<file path="src/hdl/tstw_pkg.sv">
`default_nettype none
package tstw_pkg;
  // Clock and timing
  localparam int          CLK_HZ         = 250_000_000;
  localparam int          CLK_PERIOD_NS  = 4;
  localparam int          TIMEOUT_MS     = 30;
  localparam int          TIMEOUT_CYC    = TIMEOUT_MS * (CLK_HZ / 1000);
  localparam int          TIMEOUT_W      = 24;
  localparam int          SPIKE_FS_NS    = 16;
  localparam int          SPIKE_HS_NS    = 4;
  localparam int          FILT_FS_CYC    = (SPIKE_FS_NS / CLK_PERIOD_NS < 1) ? 1 :
                                           SPIKE_FS_NS / CLK_PERIOD_NS;
  localparam int          FILT_HS_CYC    = (SPIKE_HS_NS / CLK_PERIOD_NS < 1) ? 1 :
                                           SPIKE_HS_NS / CLK_PERIOD_NS;
  localparam int          FILT_W         = 4;

  // Bus codes
  localparam logic [6:0]  GC_ADDR        = 7'h00;
  localparam logic [7:0]  GC_RESET_CMD   = 8'h06;
  localparam logic [4:0]  HS_CODE_TOP    = 5'h01;
  localparam logic [3:0]  BYTE_BITS      = 4'h8;
  localparam logic [2:0]  TX_LAST_BIT    = 3'h7;

  // Pointer map
  localparam logic [7:0]  PTR_LOCAL      = 8'h00;
  localparam logic [7:0]  PTR_REMOTE     = 8'h01;
  localparam logic [7:0]  PTR_CFG1       = 8'h09;
  localparam logic [7:0]  PTR_SOFT_RESET = 8'hFC;
  localparam logic [7:0]  PTR_MFR_ID     = 8'hFE;
  localparam logic [7:0]  PTR_DEV_ID     = 8'hFF;

  // Fields and power-on values
  localparam int          PD_BIT         = 6;
  localparam int          FAULT_BIT      = 0;
  localparam logic [7:0]  CFG1_POR       = 8'h00;
  localparam logic [7:0]  PTR_POR        = 8'h00;
  localparam logic [15:0] RES_POR        = 16'h0000;
  localparam logic [15:0] SHORT_RESULT   = 16'hC000;

  typedef enum logic [2:0] {
    TSTW_IDLE  = 3'b000,
    TSTW_RX    = 3'b001,
    TSTW_ACK   = 3'b010,
    TSTW_TX    = 3'b011,
    TSTW_TXACK = 3'b100
  } tstw_state_e;

  typedef enum logic [1:0] {
    TSTW_K_ADDR = 2'b00,
    TSTW_K_PTR  = 2'b01,
    TSTW_K_DATA = 2'b10,
    TSTW_K_GC   = 2'b11
  } tstw_kind_e;

  typedef enum logic {
    TSTW_SEQ_IDLE = 1'b0,
    TSTW_SEQ_CONV = 1'b1
  } tstw_seq_e;
endpackage
`default_nettype wire

</file>
<file path="src/hdl/tstw_line_if.sv">
`timescale 1ns/1ps
`default_nettype none
interface tstw_line_if;
  logic scl;
  logic sda;
  logic scl_rise;
  logic scl_fall;
  logic start;
  logic stop;
  logic hs;

  modport front (output scl, sda, scl_rise, scl_fall, start, stop, input hs);
  modport core  (input scl, sda, scl_rise, scl_fall, start, stop, output hs);
endinterface
`default_nettype wire

</file>
<file path="src/hdl/tstw_line_front.sv">
`timescale 1ns/1ps
`default_nettype none
module tstw_line_front #(
  parameter int FILT_FS = tstw_pkg::FILT_FS_CYC,
  parameter int FILT_HS = tstw_pkg::FILT_HS_CYC
) (
  input  wire logic   clk,
  input  wire logic   rst,
  input  wire logic   scl_in,
  input  wire logic   sda_in,
  tstw_line_if.front  lines
);
  import tstw_pkg::*;

  generate
    if (FILT_FS < 1 || FILT_HS < 1 || FILT_FS >= 2**FILT_W || FILT_HS >= 2**FILT_W) begin : g_chk
      $error("tstw_line_front: filter length out of range");
    end
  endgenerate

  typedef struct packed {
    logic [1:0]        scl_sync;
    logic [1:0]        sda_sync;
    logic [FILT_W-1:0] scl_cnt;
    logic [FILT_W-1:0] sda_cnt;
    logic              scl_f;
    logic              sda_f;
    logic              rise;
    logic              fall;
    logic              start;
    logic              stop;
  } tstw_front_s;

  tstw_front_s s_ff;
  tstw_front_s nxt_s;
  logic [FILT_W-1:0] lim;

  // Spike filter: level accepted after lim stable cycles
  function automatic logic [FILT_W:0] filt_step(input logic raw, input logic lvl,
                                                input logic [FILT_W-1:0] cnt,
                                                input logic [FILT_W-1:0] limit);
    if (raw == lvl) begin
      filt_step = {lvl, {FILT_W{1'b0}}};
    end else if (cnt + 1'b1 >= limit) begin
      filt_step = {raw, {FILT_W{1'b0}}};
    end else begin
      filt_step = {lvl, cnt + 1'b1};
    end
  endfunction

  assign lim = lines.hs ? FILT_HS[FILT_W-1:0] : FILT_FS[FILT_W-1:0];

  // Synchronise, filter, find edges and bus conditions
  always_comb begin
    nxt_s          = s_ff;
    nxt_s.scl_sync = {s_ff.scl_sync[0], scl_in};
    nxt_s.sda_sync = {s_ff.sda_sync[0], sda_in};
    {nxt_s.scl_f, nxt_s.scl_cnt} = filt_step(s_ff.scl_sync[1], s_ff.scl_f, s_ff.scl_cnt, lim);
    {nxt_s.sda_f, nxt_s.sda_cnt} = filt_step(s_ff.sda_sync[1], s_ff.sda_f, s_ff.sda_cnt, lim);
    nxt_s.rise  = ~s_ff.scl_f & nxt_s.scl_f;
    nxt_s.fall  = s_ff.scl_f & ~nxt_s.scl_f;
    nxt_s.start = s_ff.scl_f & nxt_s.scl_f & s_ff.sda_f & ~nxt_s.sda_f;
    nxt_s.stop  = s_ff.scl_f & nxt_s.scl_f & ~s_ff.sda_f & nxt_s.sda_f;
  end

  // State register, lines idle high
  always_ff @(posedge clk) begin
    if (rst) begin
      s_ff <= '{scl_sync: 2'h3, sda_sync: 2'h3, scl_cnt: '0, sda_cnt: '0,
                scl_f: 1'b1, sda_f: 1'b1, rise: 1'b0, fall: 1'b0,
                start: 1'b0, stop: 1'b0};
    end else begin
      s_ff <= nxt_s;
    end
  end

  assign lines.scl      = s_ff.scl_f;
  assign lines.sda      = s_ff.sda_f;
  assign lines.scl_rise = s_ff.rise;
  assign lines.scl_fall = s_ff.fall;
  assign lines.start    = s_ff.start;
  assign lines.stop     = s_ff.stop;
endmodule // tstw_line_front
`default_nettype wire

</file>
<file path="src/hdl/tstw_target.sv">
`timescale 1ns/1ps
`default_nettype none
// How it works
// First byte after a write address loads the register pointer.
// Controller sends a pointer byte first in every write.
// Reads return the pointed register; pointer holds until the next write.
// Controller changes read register by pointer-only write then repeated START.
// Two-byte registers go out high byte first, then low byte.
// Controller ends a single-byte read with not-acknowledge.
// Controller acknowledges first byte, not-acknowledges second in two-byte reads.
// START is data falling with clock high; STOP is data rising.
// Controller sets byte count and ends with repeated START or STOP.
// Receiver holds data low through the ninth clock high phase.
// Controller sends high-speed master code first to exceed 400kHz.
// Master code 0000 1xxx gets no acknowledge; filters switch to high speed.
// High-speed mode holds until STOP, then filters return to fast mode.
// Line low 30ms inside a frame resets interface and releases data.
// Controller keeps clock at or above 1kHz during transfers.
// Power-down bit 6 of config one stops conversions after the current one.
// With power-down clear, conversions follow each other continuously.
// Fault comparator trip during conversion sets remote result bit 0.
// Host ignores remaining result bits when the fault flag is set.
// Shorted remote input reports minus 64 degrees.
// Address byte is seven address bits then direction, one means read.
// General call acknowledged; second byte 06h resets registers, aborts conversion.
// Any write at pointer FCh resets registers and aborts conversion.
// Pointers FEh and FFh read fixed maker and device codes.
// Acknowledge only a matching address, else stay released until START.
// Acknowledge every written byte, pointer and data alike.
module tstw_target #(
  parameter int         TIMEOUT_CYCLES = tstw_pkg::TIMEOUT_CYC,
  parameter logic [7:0] MFR_CODE       = 8'hA5,  // Arbitrary value
  parameter logic [7:0] DEV_CODE       = 8'h3C   // Arbitrary value
) (
  input  wire logic        clk,
  input  wire logic        rst,
  input  wire logic        scl_in,
  input  wire logic        sda_in,
  output logic             sda_out,
  output logic             sda_oe_n,
  input  wire logic [6:0]  target_addr,
  output logic             conv_start,
  input  wire logic        conv_done,
  input  wire logic        remote_fault_cmp,
  input  wire logic        remote_short,
  input  wire logic [15:0] local_adc,
  input  wire logic [15:0] remote_adc,
  output logic             power_down_bit,
  output logic             analog_enable,
  output logic             high_speed_bus_mode
);
  import tstw_pkg::*;

  generate
    if (TIMEOUT_CYCLES < 2 || TIMEOUT_CYCLES >= 2**TIMEOUT_W) begin : g_chk
      $error("tstw_target: TIMEOUT_CYCLES out of range");
    end
  endgenerate

  typedef struct packed {
    tstw_state_e          st;
    tstw_kind_e           kind;
    logic [3:0]           cnt;
    logic [7:0]           shreg;
    logic [7:0]           tx;
    logic                 rw;
    logic                 byte_idx;
    logic [7:0]           ptr;
    logic [7:0]           cfg1;
    logic [15:0]          local_res;
    logic [15:0]          remote_res;
    tstw_seq_e            seq;
    logic                 fault_seen;
    logic                 conv_start;
    logic                 hs;
    logic                 frame;
    logic [TIMEOUT_W-1:0] to_cnt;
  } tstw_core_s;

  localparam logic [TIMEOUT_W-1:0] TO_LAST = TIMEOUT_W'(TIMEOUT_CYCLES - 1);

  tstw_core_s   s_ff;
  tstw_core_s   nxt_s;
  tstw_line_if  lines ();

  tstw_line_front u_front (
    .clk    (clk),
    .rst    (rst),
    .scl_in (scl_in),
    .sda_in (sda_in),
    .lines  (lines)
  );

  // Byte presented for a read at pointer and byte index
  function automatic logic [7:0] rd_byte(input logic [7:0] ptr, input logic idx,
                                         input tstw_core_s s);
    logic [15:0] w;
    w = 16'h0000;
    case (ptr)
      PTR_LOCAL:  w = s.local_res;
      PTR_REMOTE: w = s.remote_res;
      default:    w = 16'h0000;
    endcase
    case (ptr)
      PTR_LOCAL,
      PTR_REMOTE: rd_byte = idx ? w[7:0] : w[15:8];
      PTR_CFG1:   rd_byte = s.cfg1;
      PTR_MFR_ID: rd_byte = MFR_CODE;
      PTR_DEV_ID: rd_byte = DEV_CODE;
      default:    rd_byte = 8'h00;
    endcase
  endfunction

  // Bus engine, timeout and conversion sequencer
  always_comb begin
    logic srst;
    logic [7:0] b;
    srst             = 1'b0;
    b                = s_ff.shreg;
    nxt_s            = s_ff;
    nxt_s.conv_start = 1'b0;

    // Stuck-line timeout inside a frame
    if (s_ff.frame && (!lines.scl || !lines.sda)) begin
      nxt_s.to_cnt = s_ff.to_cnt + 1'b1;
    end else begin
      nxt_s.to_cnt = '0;
    end

    case (s_ff.st)
      TSTW_RX: begin
        if (lines.scl_rise) begin
          nxt_s.shreg = {s_ff.shreg[6:0], lines.sda};
          nxt_s.cnt   = s_ff.cnt + 1'b1;
        end else if (lines.scl_fall && s_ff.cnt == BYTE_BITS) begin
          nxt_s.cnt = 4'h0;
          nxt_s.st  = TSTW_ACK;
          case (s_ff.kind)
            TSTW_K_ADDR: begin
              nxt_s.rw = b[0];
              if (b[7:1] == GC_ADDR && !b[0]) begin
                nxt_s.kind = TSTW_K_GC;
              end else if (b[7:3] == HS_CODE_TOP) begin
                nxt_s.hs = 1'b1;
                nxt_s.st = TSTW_IDLE;
              end else if (b[7:1] == target_addr) begin
                nxt_s.kind = TSTW_K_PTR;
              end else begin
                nxt_s.st = TSTW_IDLE;
              end
            end
            TSTW_K_PTR: begin
              nxt_s.ptr  = b;
              nxt_s.kind = TSTW_K_DATA;
            end
            TSTW_K_DATA: begin
              if (s_ff.ptr == PTR_CFG1) begin
                nxt_s.cfg1 = b;
              end
              srst = (s_ff.ptr == PTR_SOFT_RESET);
            end
            default: begin
              srst = (b == GC_RESET_CMD);
            end
          endcase
        end
      end
      TSTW_ACK: begin
        if (lines.scl_fall) begin
          if (s_ff.rw && s_ff.kind == TSTW_K_PTR) begin
            nxt_s.st       = TSTW_TX;
            nxt_s.byte_idx = 1'b0;
            nxt_s.tx       = rd_byte(s_ff.ptr, 1'b0, s_ff);
          end else begin
            nxt_s.st = TSTW_RX;
          end
        end
      end
      TSTW_TX: begin
        if (lines.scl_fall) begin
          if (s_ff.cnt[2:0] == TX_LAST_BIT) begin
            nxt_s.cnt = 4'h0;
            nxt_s.st  = TSTW_TXACK;
          end else begin
            nxt_s.tx  = {s_ff.tx[6:0], 1'b0};
            nxt_s.cnt = s_ff.cnt + 1'b1;
          end
        end
      end
      TSTW_TXACK: begin
        if (lines.scl_rise) begin
          nxt_s.shreg[0] = lines.sda;
        end else if (lines.scl_fall) begin
          if (!s_ff.shreg[0]) begin
            nxt_s.st       = TSTW_TX;
            nxt_s.byte_idx = ~s_ff.byte_idx;
            nxt_s.tx       = rd_byte(s_ff.ptr, ~s_ff.byte_idx, s_ff);
          end else begin
            nxt_s.st = TSTW_IDLE;
          end
        end
      end
      default: begin
        nxt_s.st = TSTW_IDLE;
      end
    endcase

    // Bus conditions override the engine
    if (lines.start) begin
      nxt_s.st    = TSTW_RX;
      nxt_s.kind  = TSTW_K_ADDR;
      nxt_s.cnt   = 4'h0;
      nxt_s.frame = 1'b1;
    end
    if (lines.stop) begin
      nxt_s.st    = TSTW_IDLE;
      nxt_s.hs    = 1'b0;
      nxt_s.frame = 1'b0;
    end
    if (s_ff.to_cnt == TO_LAST) begin
      nxt_s.st     = TSTW_IDLE;
      nxt_s.frame  = 1'b0;
      nxt_s.to_cnt = '0;
    end

    // Conversion sequencer
    case (s_ff.seq)
      TSTW_SEQ_IDLE: begin
        if (!s_ff.cfg1[PD_BIT]) begin
          nxt_s.conv_start = 1'b1;
          nxt_s.fault_seen = 1'b0;
          nxt_s.seq        = TSTW_SEQ_CONV;
        end
      end
      TSTW_SEQ_CONV: begin
        nxt_s.fault_seen = s_ff.fault_seen | remote_fault_cmp;
        if (conv_done) begin
          nxt_s.seq       = TSTW_SEQ_IDLE;
          nxt_s.local_res = local_adc;
          if (remote_short) begin
            nxt_s.remote_res = SHORT_RESULT;
          end else begin
            nxt_s.remote_res = remote_adc;
            nxt_s.remote_res[FAULT_BIT] = s_ff.fault_seen | remote_fault_cmp;
          end
        end
      end
      default: begin
        nxt_s.seq = TSTW_SEQ_IDLE;
      end
    endcase

    // Software reset restores registers and aborts conversion
    if (srst) begin
      nxt_s.ptr        = PTR_POR;
      nxt_s.cfg1       = CFG1_POR;
      nxt_s.local_res  = RES_POR;
      nxt_s.remote_res = RES_POR;
      nxt_s.seq        = TSTW_SEQ_IDLE;
      nxt_s.conv_start = 1'b0;
      nxt_s.fault_seen = 1'b0;
    end
  end

  // State register
  always_ff @(posedge clk) begin
    if (rst) begin
      s_ff <= '{st: TSTW_IDLE, kind: TSTW_K_ADDR, cnt: 4'h0, shreg: 8'h00,
                tx: 8'h00, rw: 1'b0, byte_idx: 1'b0, ptr: PTR_POR,
                cfg1: CFG1_POR, local_res: RES_POR, remote_res: RES_POR,
                seq: TSTW_SEQ_IDLE, fault_seen: 1'b0, conv_start: 1'b0,
                hs: 1'b0, frame: 1'b0, to_cnt: '0};
    end else begin
      s_ff <= nxt_s;
    end
  end

  // Open-drain drive: ack slot or a zero data bit
  assign sda_out  = 1'b0;
  assign sda_oe_n = ~((s_ff.st == TSTW_ACK) ||
                      (s_ff.st == TSTW_TX && !s_ff.tx[7]));

  assign lines.hs            = s_ff.hs;
  assign high_speed_bus_mode = s_ff.hs;
  assign conv_start          = s_ff.conv_start;
  assign power_down_bit      = s_ff.cfg1[PD_BIT];
  assign analog_enable       = (s_ff.seq == TSTW_SEQ_CONV) || !s_ff.cfg1[PD_BIT];
endmodule // tstw_target
`default_nettype wire

</file>
<file path="config.mk">
export PLATFORM = sky130hd
export DESIGN_NAME = tstw_target
export DESIGN_NICKNAME = d
export VERILOG_FILES = /design/src/hdl/tstw_pkg.sv /design/src/hdl/tstw_line_if.sv /design/src/hdl/tstw_line_front.sv /design/src/hdl/tstw_target.sv
export SDC_FILE = /design/constraint.sdc
export NUM_CORES = 1
export LEC_CHECK = 0
export BUFFER_PORTS_ARGS = -buffer_cell sky130_fd_sc_hd__buf_4
export CORE_MARGIN = 4
export CORE_UTILIZATION = 35
export CTS_BUF_LIST = sky130_fd_sc_hd__clkbuf_4
export DETAILED_ROUTE_END_ITERATION = 10
export GPL_ROUTABILITY_DRIVEN = 0
export PLACE_DENSITY_LB_ADDON = 0.08
export SLEW_MARGIN = 20
export SYNTH_ARGS = -nofsm -noshare
export SYNTH_HDL_FRONTEND = slang
export SYNTH_SLANG_ARGS = --single-unit
</file>
<file path="constraint.sdc">
create_clock -name clk -period 5.69 [get_ports clk]
set_input_delay 0.2845 -clock clk [delete_from_list [all_inputs] [get_ports clk]]
set_output_delay 0.2845 -clock clk [all_outputs]
set_load 0.02 [all_outputs]
</file>
# == After elaboration in Yosys (flattened, before gate mapping) ==
# Index checks and enable logic that the tools add are counted.
# totals
inputBits,46
reg_bits,122
output_inout_bits,6
wordCells,198
# op_classes
mux,58
add_sub_neg,4
n_lt_le_gt_ge,2
bitwise_logic,18
reduce_logical,45
n_eq_ne,42
# op_table
cell,count
$mux W8,8
$pmux W8 S4,2
$pmux W16 S2,1
$mux W5,5
$add A24 B1 Y24 const B,1
$eq A24 B23 Y1 const B,1
$eq A8 B8 Y1 const B,3
$mux W3,8
$pmux W8 S3,1
$mux W2,9
$reduce_and A6 Y1,3
$mux W16,1
$ne A2 B2 Y1 const B,8
$reduce_or A3 Y1,5
$reduce_and A7 Y1,2
$add A4 B1 Y4 const B,3
$mux W4,3
$ne A3 B3 Y1 const B,4
$pmux W3 S4,1
$mux W1,11
$ne A2 B1 Y1 const B,5
$not A1 Y1,10
$reduce_or A2 Y1,5
$mux W9,1
other kinds (35),68

# == Logic depth before layout (Yosys ltp) ==
# Gate-level depths: netlist (run 1).
# depth
depth_word,9
ltp_mapped,8
ltp_nobuf,7

# == By module ==
# A second synthesis (run 1) with hierarchy kept.
# hier_totals
cells_unflattened,671
area_unflattened_um2,5850.6
# by_module_without_submodules
mod,instances,seq_area_each_um2,cells_per_inst,area_per_inst_um2
tstw_target,1,2082.0,600,5138.7
tstw_line_front,1,360.3,71,711.9

# == Least setup slack after synthesis (run 1) ==
# OpenSTA, ideal clock, no wires.
# synth_timing
path_kind,reg2reg
start,reg s_ff (netlist bit high_speed_bus_mode)
end,reg u_front.s_ff (netlist bit u_front.lines.start)
n_path_buf,0
setup_time_ns,0.078
period_less_slack_ns,2.052
required_ns,5.612
arrival_ns,1.974
slack_ns,3.638
stages_incl_launch_ff,7
cell_sequence,dfxtp_1 ha_1 or3b_1 a221oi_2 nor2b_1 a211o_1 nor3_1
# synth_via
elab_chain_cells,7
elab_cells_between_ends,11
cone_classes,order compare (2); mux (5); bitwise (4)
# synth_lines
item,line,source
"start, declared",tstw_target.sv:82,tstw_core_s s_ff;
"start signal, assigned",tstw_target.sv:268,"s_ff <= '{st: TSTW_IDLE, kind: TSTW_K_ADDR, cnt: 4'h0, shreg: 8'h00,"
"start signal, assigned",tstw_target.sv:274,s_ff <= nxt_s;
$mux W3 (*),tstw_line_front.sv:51,assign lim = lines.hs ? FILT_HS[FILT_W-1:0] : FILT_FS[FILT_W-1:0];
$ge A4 B4 Y1,tstw_line_front.sv:44,end else if (cnt + 1'b1 >= limit) begin
$mux W5,tstw_line_front.sv:44,
$mux W5,tstw_line_front.sv:42,if (raw == lvl) begin
$and A1 B1 Y1 (2 in series),tstw_line_front.sv:62,nxt_s.start = s_ff.scl_f & nxt_s.scl_f & s_ff.sda_f & ~nxt_s.sda_f;
$and A1 B1 Y1 (*),tstw_line_front.sv:62,
"end signal, assigned",tstw_line_front.sv:69,"s_ff <= '{scl_sync: 2'h3, sda_sync: 2'h3, scl_cnt: '0, sda_cnt: '0,"
"end signal, assigned",tstw_line_front.sv:73,s_ff <= nxt_s;
"end, declared",tstw_line_front.sv:34,tstw_front_s s_ff;
# Mark *: on every way between the ends. The rest lies on a longest branch, timed or not.
# A chain may end at the register's enable or synchronous reset.

# == Worst setup path after layout (run 1) ==
# layout_timing
start,reg s_ff[72] (netlist name)
end,reg s_ff[44] (netlist name)
# layout_via
elab_chain_cells,6
# layout_lines
item,line,source
$eq A8 B8 Y1,tstw_target.sv:160,srst = (s_ff.ptr == PTR_SOFT_RESET);
$pmux W1 S2,tstw_target.sv:138,case (s_ff.kind)
$mux W1,tstw_target.sv:135,end else if (lines.scl_fall && s_ff.cnt == BYTE_BITS) begin
$mux W1,tstw_target.sv:132,if (lines.scl_rise) begin
$mux W1,tstw_target.sv:130,case (s_ff.st)
$reduce_or A2 Y1 (no line),n/a,
# Every way passes these cells.

==> results.json, run 1 <==
{
  "tns_ps": 0,
  "async_flop_share_pct": 0,
  "synth_warnings": 0,
  "chipWidth_um": 137,
  "die_area_um2": 18800,
  "overflow": 0,
  "worstPathRequired_ps": 6090,
  "avgSynthCellArea_um2": 8.88,
  "period_share_pct": 40.5,
  "cp_num_buf_inv": 1,
  "syn-instance-count": 657,
  "cts-resized-gates": 0,
  "routed_wl_um": 13900,
  "p_int_mw": 1.09,
  "antenna_found_initial": 0,
  "worstPathArrival_ps": 2710,
  "htree_levels": 4,
  "ys_types": 71,
  "synth.cell_area_um2": 5830,
  "drt_iter0_drc": 249,
  "rsz0062_at_grt": "false",
  "power.share.clock_pct": 32.0,
  "cts_max_path_buffers": 2,
  "area_growth_pct": 15.8,
  "grt_max_degree": 47,
  "synth_edf_count": 0,
  "start_kind": "flip-flop",
  "combPwrFrac_pct": 7.9,
  "synthTopCellsByArea": "dfxtp_1 42%, nor2_1 6.1%, mux2i_1 4.5%",
  "yosys.area.top_type": "dfxtp_1",
  "cts_setup_buffers": 0,
  "netSwitchingFraction_pct": 25.7,
  "fin_worst_skew_ps": 14.9,
  "pin_count": 52,
  "placedCellCount": 886,
  "slowest_stage": "dfxtp_1",
  "cts_tree": "yes",
  "drt-pass1-iter-count": 5,
  "first_global_vias": 4606,
  "power_switching_mw": 0.377,
  "drv_slew": 0,
  "path_clk_slew_ps": 110,
  "cts_buffers": 17,
  "yosys-top-cells-count": "122 x dfxtp_1, 95 x nor2_1, 60 x nand2_1, 43 x a21oi_1, 26 x mux2i_1",
  "p_leak_nw": 2.46,
  "hpwl_um": 9980,
  "relSlewSlack_pct": 48.8,
  "status": "finished clean",
  "critPathMaxFanout": 31,
  "grt.total_usage_pct": 15.6,
  "critical-path-top-delay-family": "flip-flops",
  "crit_chain": "nand4_1, nor2_1, a21oi_1, o21bai_4, buf_12, nor3_1",
  "detail_route.wl_per_cell_um": 14.9,
  "clkSinkCount": 122,
  "critPathMaxStageDelay_ps": 700,
  "power_mw": 1.47,
  "hold_violations": 0,
  "path_class": "flip-flop to flip-flop",
  "final_cell_count_no_fill": 938,
  "rows": 46,
  "vias": 4769,
  "clock_latency_ps": 510,
  "powerDensity_nw_per_um2": 218,
  "fillers": 1632,
  "grt_pass1_wl_um": 23200,
  "layout.nets": 766,
  "ys_ff_latch": 122,
  "whs_ps": 177,
  "ant_nets": 0,
  "vias_per_cell": 5.08,
  "min_period_ps": 2310,
  "peakVddDrop_mv": 0.120,
  "cts_root_buf": "clkbuf_4",
  "die_h_um": 137,
  "yosysMostFrequentCell": "dfxtp_1",
  "hold_class": "input port to flip-flop",
  "drv_cap": 0,
  "io_buffers": 49,
  "synth_ff_type": "dfxtp_1",
  "drc": 0,
  "diodes": 0,
  "setup_viol": 0,
  "tightest_slew_ps": 758,
  "fmax_mhz": 434,
  "start_util_pct": 36.2,
  "seqPwrFrac_pct": 60.1,
  "cp-end-kind": "flip-flop",
  "core-area_um2": 16100,
  "synth-seq-area-share_pct": 41.9,
  "drive_gt1_share_pct": 16.3,
  "yosysTopAreaCellShare_pct": 41.9
}
[repair_timing]
action | in CTS | in global routing
hold endpoints to repair | 20 | 1
setup endpoints to repair | 0 | 0
hold buffers | 20 | 1
[metal layers]
layer  GRT usage (%)  vias to the layer above  part of all wire (%)
met2            24.7                       87                    46
met3            4.01                        6                   3.9
met4            3.49                        0                  0.73
li1                -                     2436                     -
met1            21.3                     2240                    49
met5               0                        -                     0
[layout by cell type, fill, tap and decap left out, drive strengths merged, types with 15 or more instances in the layout]
| cell type | n |
|---|---|
| nor3b | 15 |
| a21oi | 46 |
| clkbuf | 18 |
| xor2 | 19 |
| buf | 52 |
| nor3 | 22 |
| xnor2 | 16 |
| nand2 | 60 |
| nand3 | 24 |
| dlygate4sd3 | 21 |
| nor2 | 95 |
| dfxtp | 122 |
| mux2i | 26 |
[stage by stage]
| step | worst slack, ps | instance area [um2] | util [%] |
|---|---|---|---|
| after floorplan | 3640 | 5840 | - |
| after global placement | 3030 | 6320 | 39.2 |
| after detailed placement | 3100 | 6340 | 39.3 |
| after CTS | 3090 | 6740 | 41.8 |
| after global routing | 3180 | 6750 | 41.9 |
| final | 3380 | 6750 | 41.9 |
[path summary, 6_finish.rpt]
| kind | to | startpoint | slack, ps | depth (start not counted) |
|---|---|---|---|---|
| worst min-delay path | s_ff[35] | remote_adc[6] | 180 | 4 |
| worst max-delay path | s_ff[44] | s_ff[72] | 3380 | 6 |
| worst max register to register | s_ff[44] | s_ff[72] | 3380 | 6 |
| worst min register to register | u_front.s_ff[17] | u_front.nxt_s[17] | 420 | 1 |
[registers in the layout, indices dropped and copies added (netlist names)]
name,cells
u_front.lines.start,1
u_front.lines.scl_rise,1
u_front.lines.scl,1
power_down_bit,1
u_front.lines.scl_fall,1
high_speed_bus_mode,1
u_front.s_ff,10
u_front.nxt_s,2
u_front.lines.sda,1
conv_start,1
u_front.lines.stop,1
s_ff,101
[worst reg2reg max path, cell delays in order, from the launching register on]
cell	delay, ps
dfxtp_1	700
nand4_1	350
nor2_1	200
a21oi_1	110
o21bai_4	490
buf_12	270
nor3_1	90
[power by group through the flow]
stage	logic [mW]	clock network (mW)	registers, mW
2_1_floorplan	0.0668	0	0.897
3_3_place_gp	0.102	0	0.903
3_5_place_dp	0.105	0	0.903
4_1_cts	0.116	0.495	0.883
5_1_grt	0.128	0.529	0.886
6_report	0.116	0.470	0.883
[kinds of logic (layout without fill, tap and decap cells)]
logic type | count (synthesis) | in the layout | synth area share, %
buffers and inverters | 49 | 112 | 3.62
flip-flops | 122 | 122 | 41.9
other | 1 | 3 | 0.0643
XOR/XNOR | 35 | 35 | 5.25
multiplexers | 38 | 38 | 7.93
AND/OR/NAND/NOR | 291 | 291 | 25.5
AO/OA/AOI/OAI | 111 | 111 | 13.6
adder cells (fa/ha/maj) | 10 | 10 | 2.14
[cell type report]
type / instances / area (um2) / share of cell area, %
Clock buffer: 18 / 135 / 2.00
Clock inverter: 13 / 62.6 / 0.926
Timing Repair Buffer: 73 / 613 / 9.08
Sequential cell: 122 / 2440 / 36.2
Inverter: 8 / 30.0 / 0.445
Multi-Input combinational cell: 488 / 3200 / 47.4
Tap cell: 216 / 270 / 4.00
(Power assumes the default switching activity.)
==> run 2: changes to the inputs <==
- clock period: 5.69 -> 1.9 ns (I/O delays scaled with it)
==> results.json, run 2 (synthesized netlist as in run 1, its figures left out) <==
{
  "antenna_found_initial": 0,
  "htree_levels": 4,
  "p_int_mw": 3.77,
  "timing.final.ws_setup_ps": -75.7,
  "cts_root_buf": "clkbuf_4",
  "relSlewSlack_pct": 48.4,
  "worstPathRequired_ps": 2360,
  "fin_worst_skew_ps": 17.3,
  "power_mw": 4.95,
  "netSwitchingFraction_pct": 23.9,
  "powerDensity_nw_per_um2": 631,
  "hold_violations": 0,
  "tightest_slew_ps": 771,
  "start_kind": "flip-flop",
  "cts_tree": "yes",
  "area_growth_pct": 34.5,
  "final_common_cell": "buf_4",
  "hold_class": "input port to flip-flop",
  "cts_buffers": 17,
  "drt-pass1-iter-count": 5,
  "overflow": 0,
  "placedCellCount": 947,
  "grt_max_degree": 25,
  "drc": 0,
  "drive_gt1_share_pct": 27.9,
  "route.met2.wl_um": 7480,
  "wl_met1_um": 7470,
  "first_global_vias": 5205,
  "fmax_mhz": 506,
  "pin_count": 52,
  "cp-end-kind": "flip-flop",
  "placed_area_um2": 6840,
  "combPwrFrac_pct": 9.2,
  "detail_route.wl_per_cell_um": 15.4,
  "regMostFlops": "s_ff",
  "highest_layer": "met4",
  "start_util_pct": 36.2,
  "vias_per_cell": 5.11,
  "clock_latency_ps": 540,
  "chipWidth_um": 137,
  "power_switching_mw": 1.18,
  "violations": "negative setup slack",
  "hpwl_um": 11000,
  "place_ws_ps": -75.6,
  "final_cell_mix": "113 x buf_4, 112 x dfxtp_1, 91 x nor2_1",
  "grt.total_usage_pct": 17.7,
  "seqPwrFrac_pct": 53.4,
  "vias": 5258,
  "die_h_um": 137,
  "path_class": "flip-flop to flip-flop",
  "critPathMaxFanout": 5,
  "final_cell_count_no_fill": 1029,
  "routed_wl_um": 15800,
  "rows": 46,
  "rsz0062_at_grt": "true",
  "drv_cap": 0,
  "ant_nets": 0,
  "drv_slew": 0,
  "die_area_um2": 18800,
  "status": "complete, but fails checks",
  "grt_pass1_wl_um": 26100,
  "period_share_pct": 104,
  "power.share.clock_pct": 37.5,
  "diodes": 0,
  "largest_reg_flops": 101,
  "setup_viol": 3,
  "wl_met3_um": 647,
  "peakVddDrop_mv": 0.299,
  "design_area_um2": 7850,
  "path_clk_slew_ps": 110,
  "min_period_ps": 1980,
  "clkSinkCount": 122,
  "cts_max_path_buffers": 2,
  "layout.nets": 857,
  "fillers": 1553,
  "core-area_um2": 16100,
  "drt_iter0_drc": 332,
  "p_leak_nw": 3.01,
  "worstPathArrival_ps": 2440,
  "io_buffers": 49
}
run 2: cell types whose count changed in the layout (fill, tap and decap cells not counted), moves of 3 or more:
cell | previous run | this run
buf_6 | 0 | 3
dfxtp_2 | 0 | 7
dlygate4sd3_1 | 21 | 42
buf_4 | 51 | 113
nor2_2 | 0 | 4
bufinv_16 | 0 | 3
dfxtp_1 | 122 | 112
ha_1 | 10 | 7
nor2_1 | 95 | 91
dfxtp_4 | 0 | 3
ha_4 | 0 | 3
clkinv_1 | 6 | 3
run 2: repair_timing:
item                                   4_1_cts  5_1_grt
endpoints found under the hold margin       50        2
pin swaps                                   21       13
gates cloned                                 2        1
hold buffers                                41        1
gates resized for setup                     17       29
setup buffers                                2        4
setup endpoints to repair                   59       95
run 2: layout make-up:
type	count	area (um2)	share of cell area [%]
tap	216	270	3.44
inverter	8	30.0	0.383
clock inverter	12	131	1.67
multi-input combinational	488	3360	42.8
sequential	122	2460	31.4
clock buffer	19	143	1.82
timing repair buffer	164	1450	18.5
run 2: worst paths after layout:
check / from / endpoint / slack (ps) / cells past startpoint
min reg2reg: u_front.nxt_s[17] / u_front.s_ff[17] / 420 / 1
min: target_addr[5] / s_ff[99] / 110 / 7
max: s_ff[71] / s_ff[83] / -80 / 5
max reg2reg: s_ff[71] / s_ff[83] / -80 / 5
run 2: metal layers:
layer  vias to the layer above  track usage (%)
met5                         -                0
met3                        20             3.35
li1                       2617                -
met4                         0             6.60
met1                      2507             23.3
met2                       114             28.7
run 2: critical path, stage by stage (launching register included):
cell	delay (ps)
dfxtp_2	330
or4_4	580
or3_4	430
o211ai_1	220
a222oi_1	140
a211oi_2	200
run 2: power groups by stage:
stage	Clock (mW)	Sequential [mW]	Combinational, mW
final	1.86	2.64	0.453
after global placement	0	2.70	0.340
after global routing	2.03	2.65	0.495
after detailed placement	0	2.70	0.346
after CTS	1.92	2.64	0.440
after floorplan	0	2.69	0.201
run 2: stage by stage:
stage / setup TNS (ps) / util (%) / hold WS, ps
floorplan: 0 / - / 199
global placement: -80.5 / 42.4 / 284
detailed placement: -566 / 42.4 / 283
CTS: -18.2 / 47.6 / 54.8
global route: -546 / 48.7 / 98.6
finish: -127 / 48.7 / 112
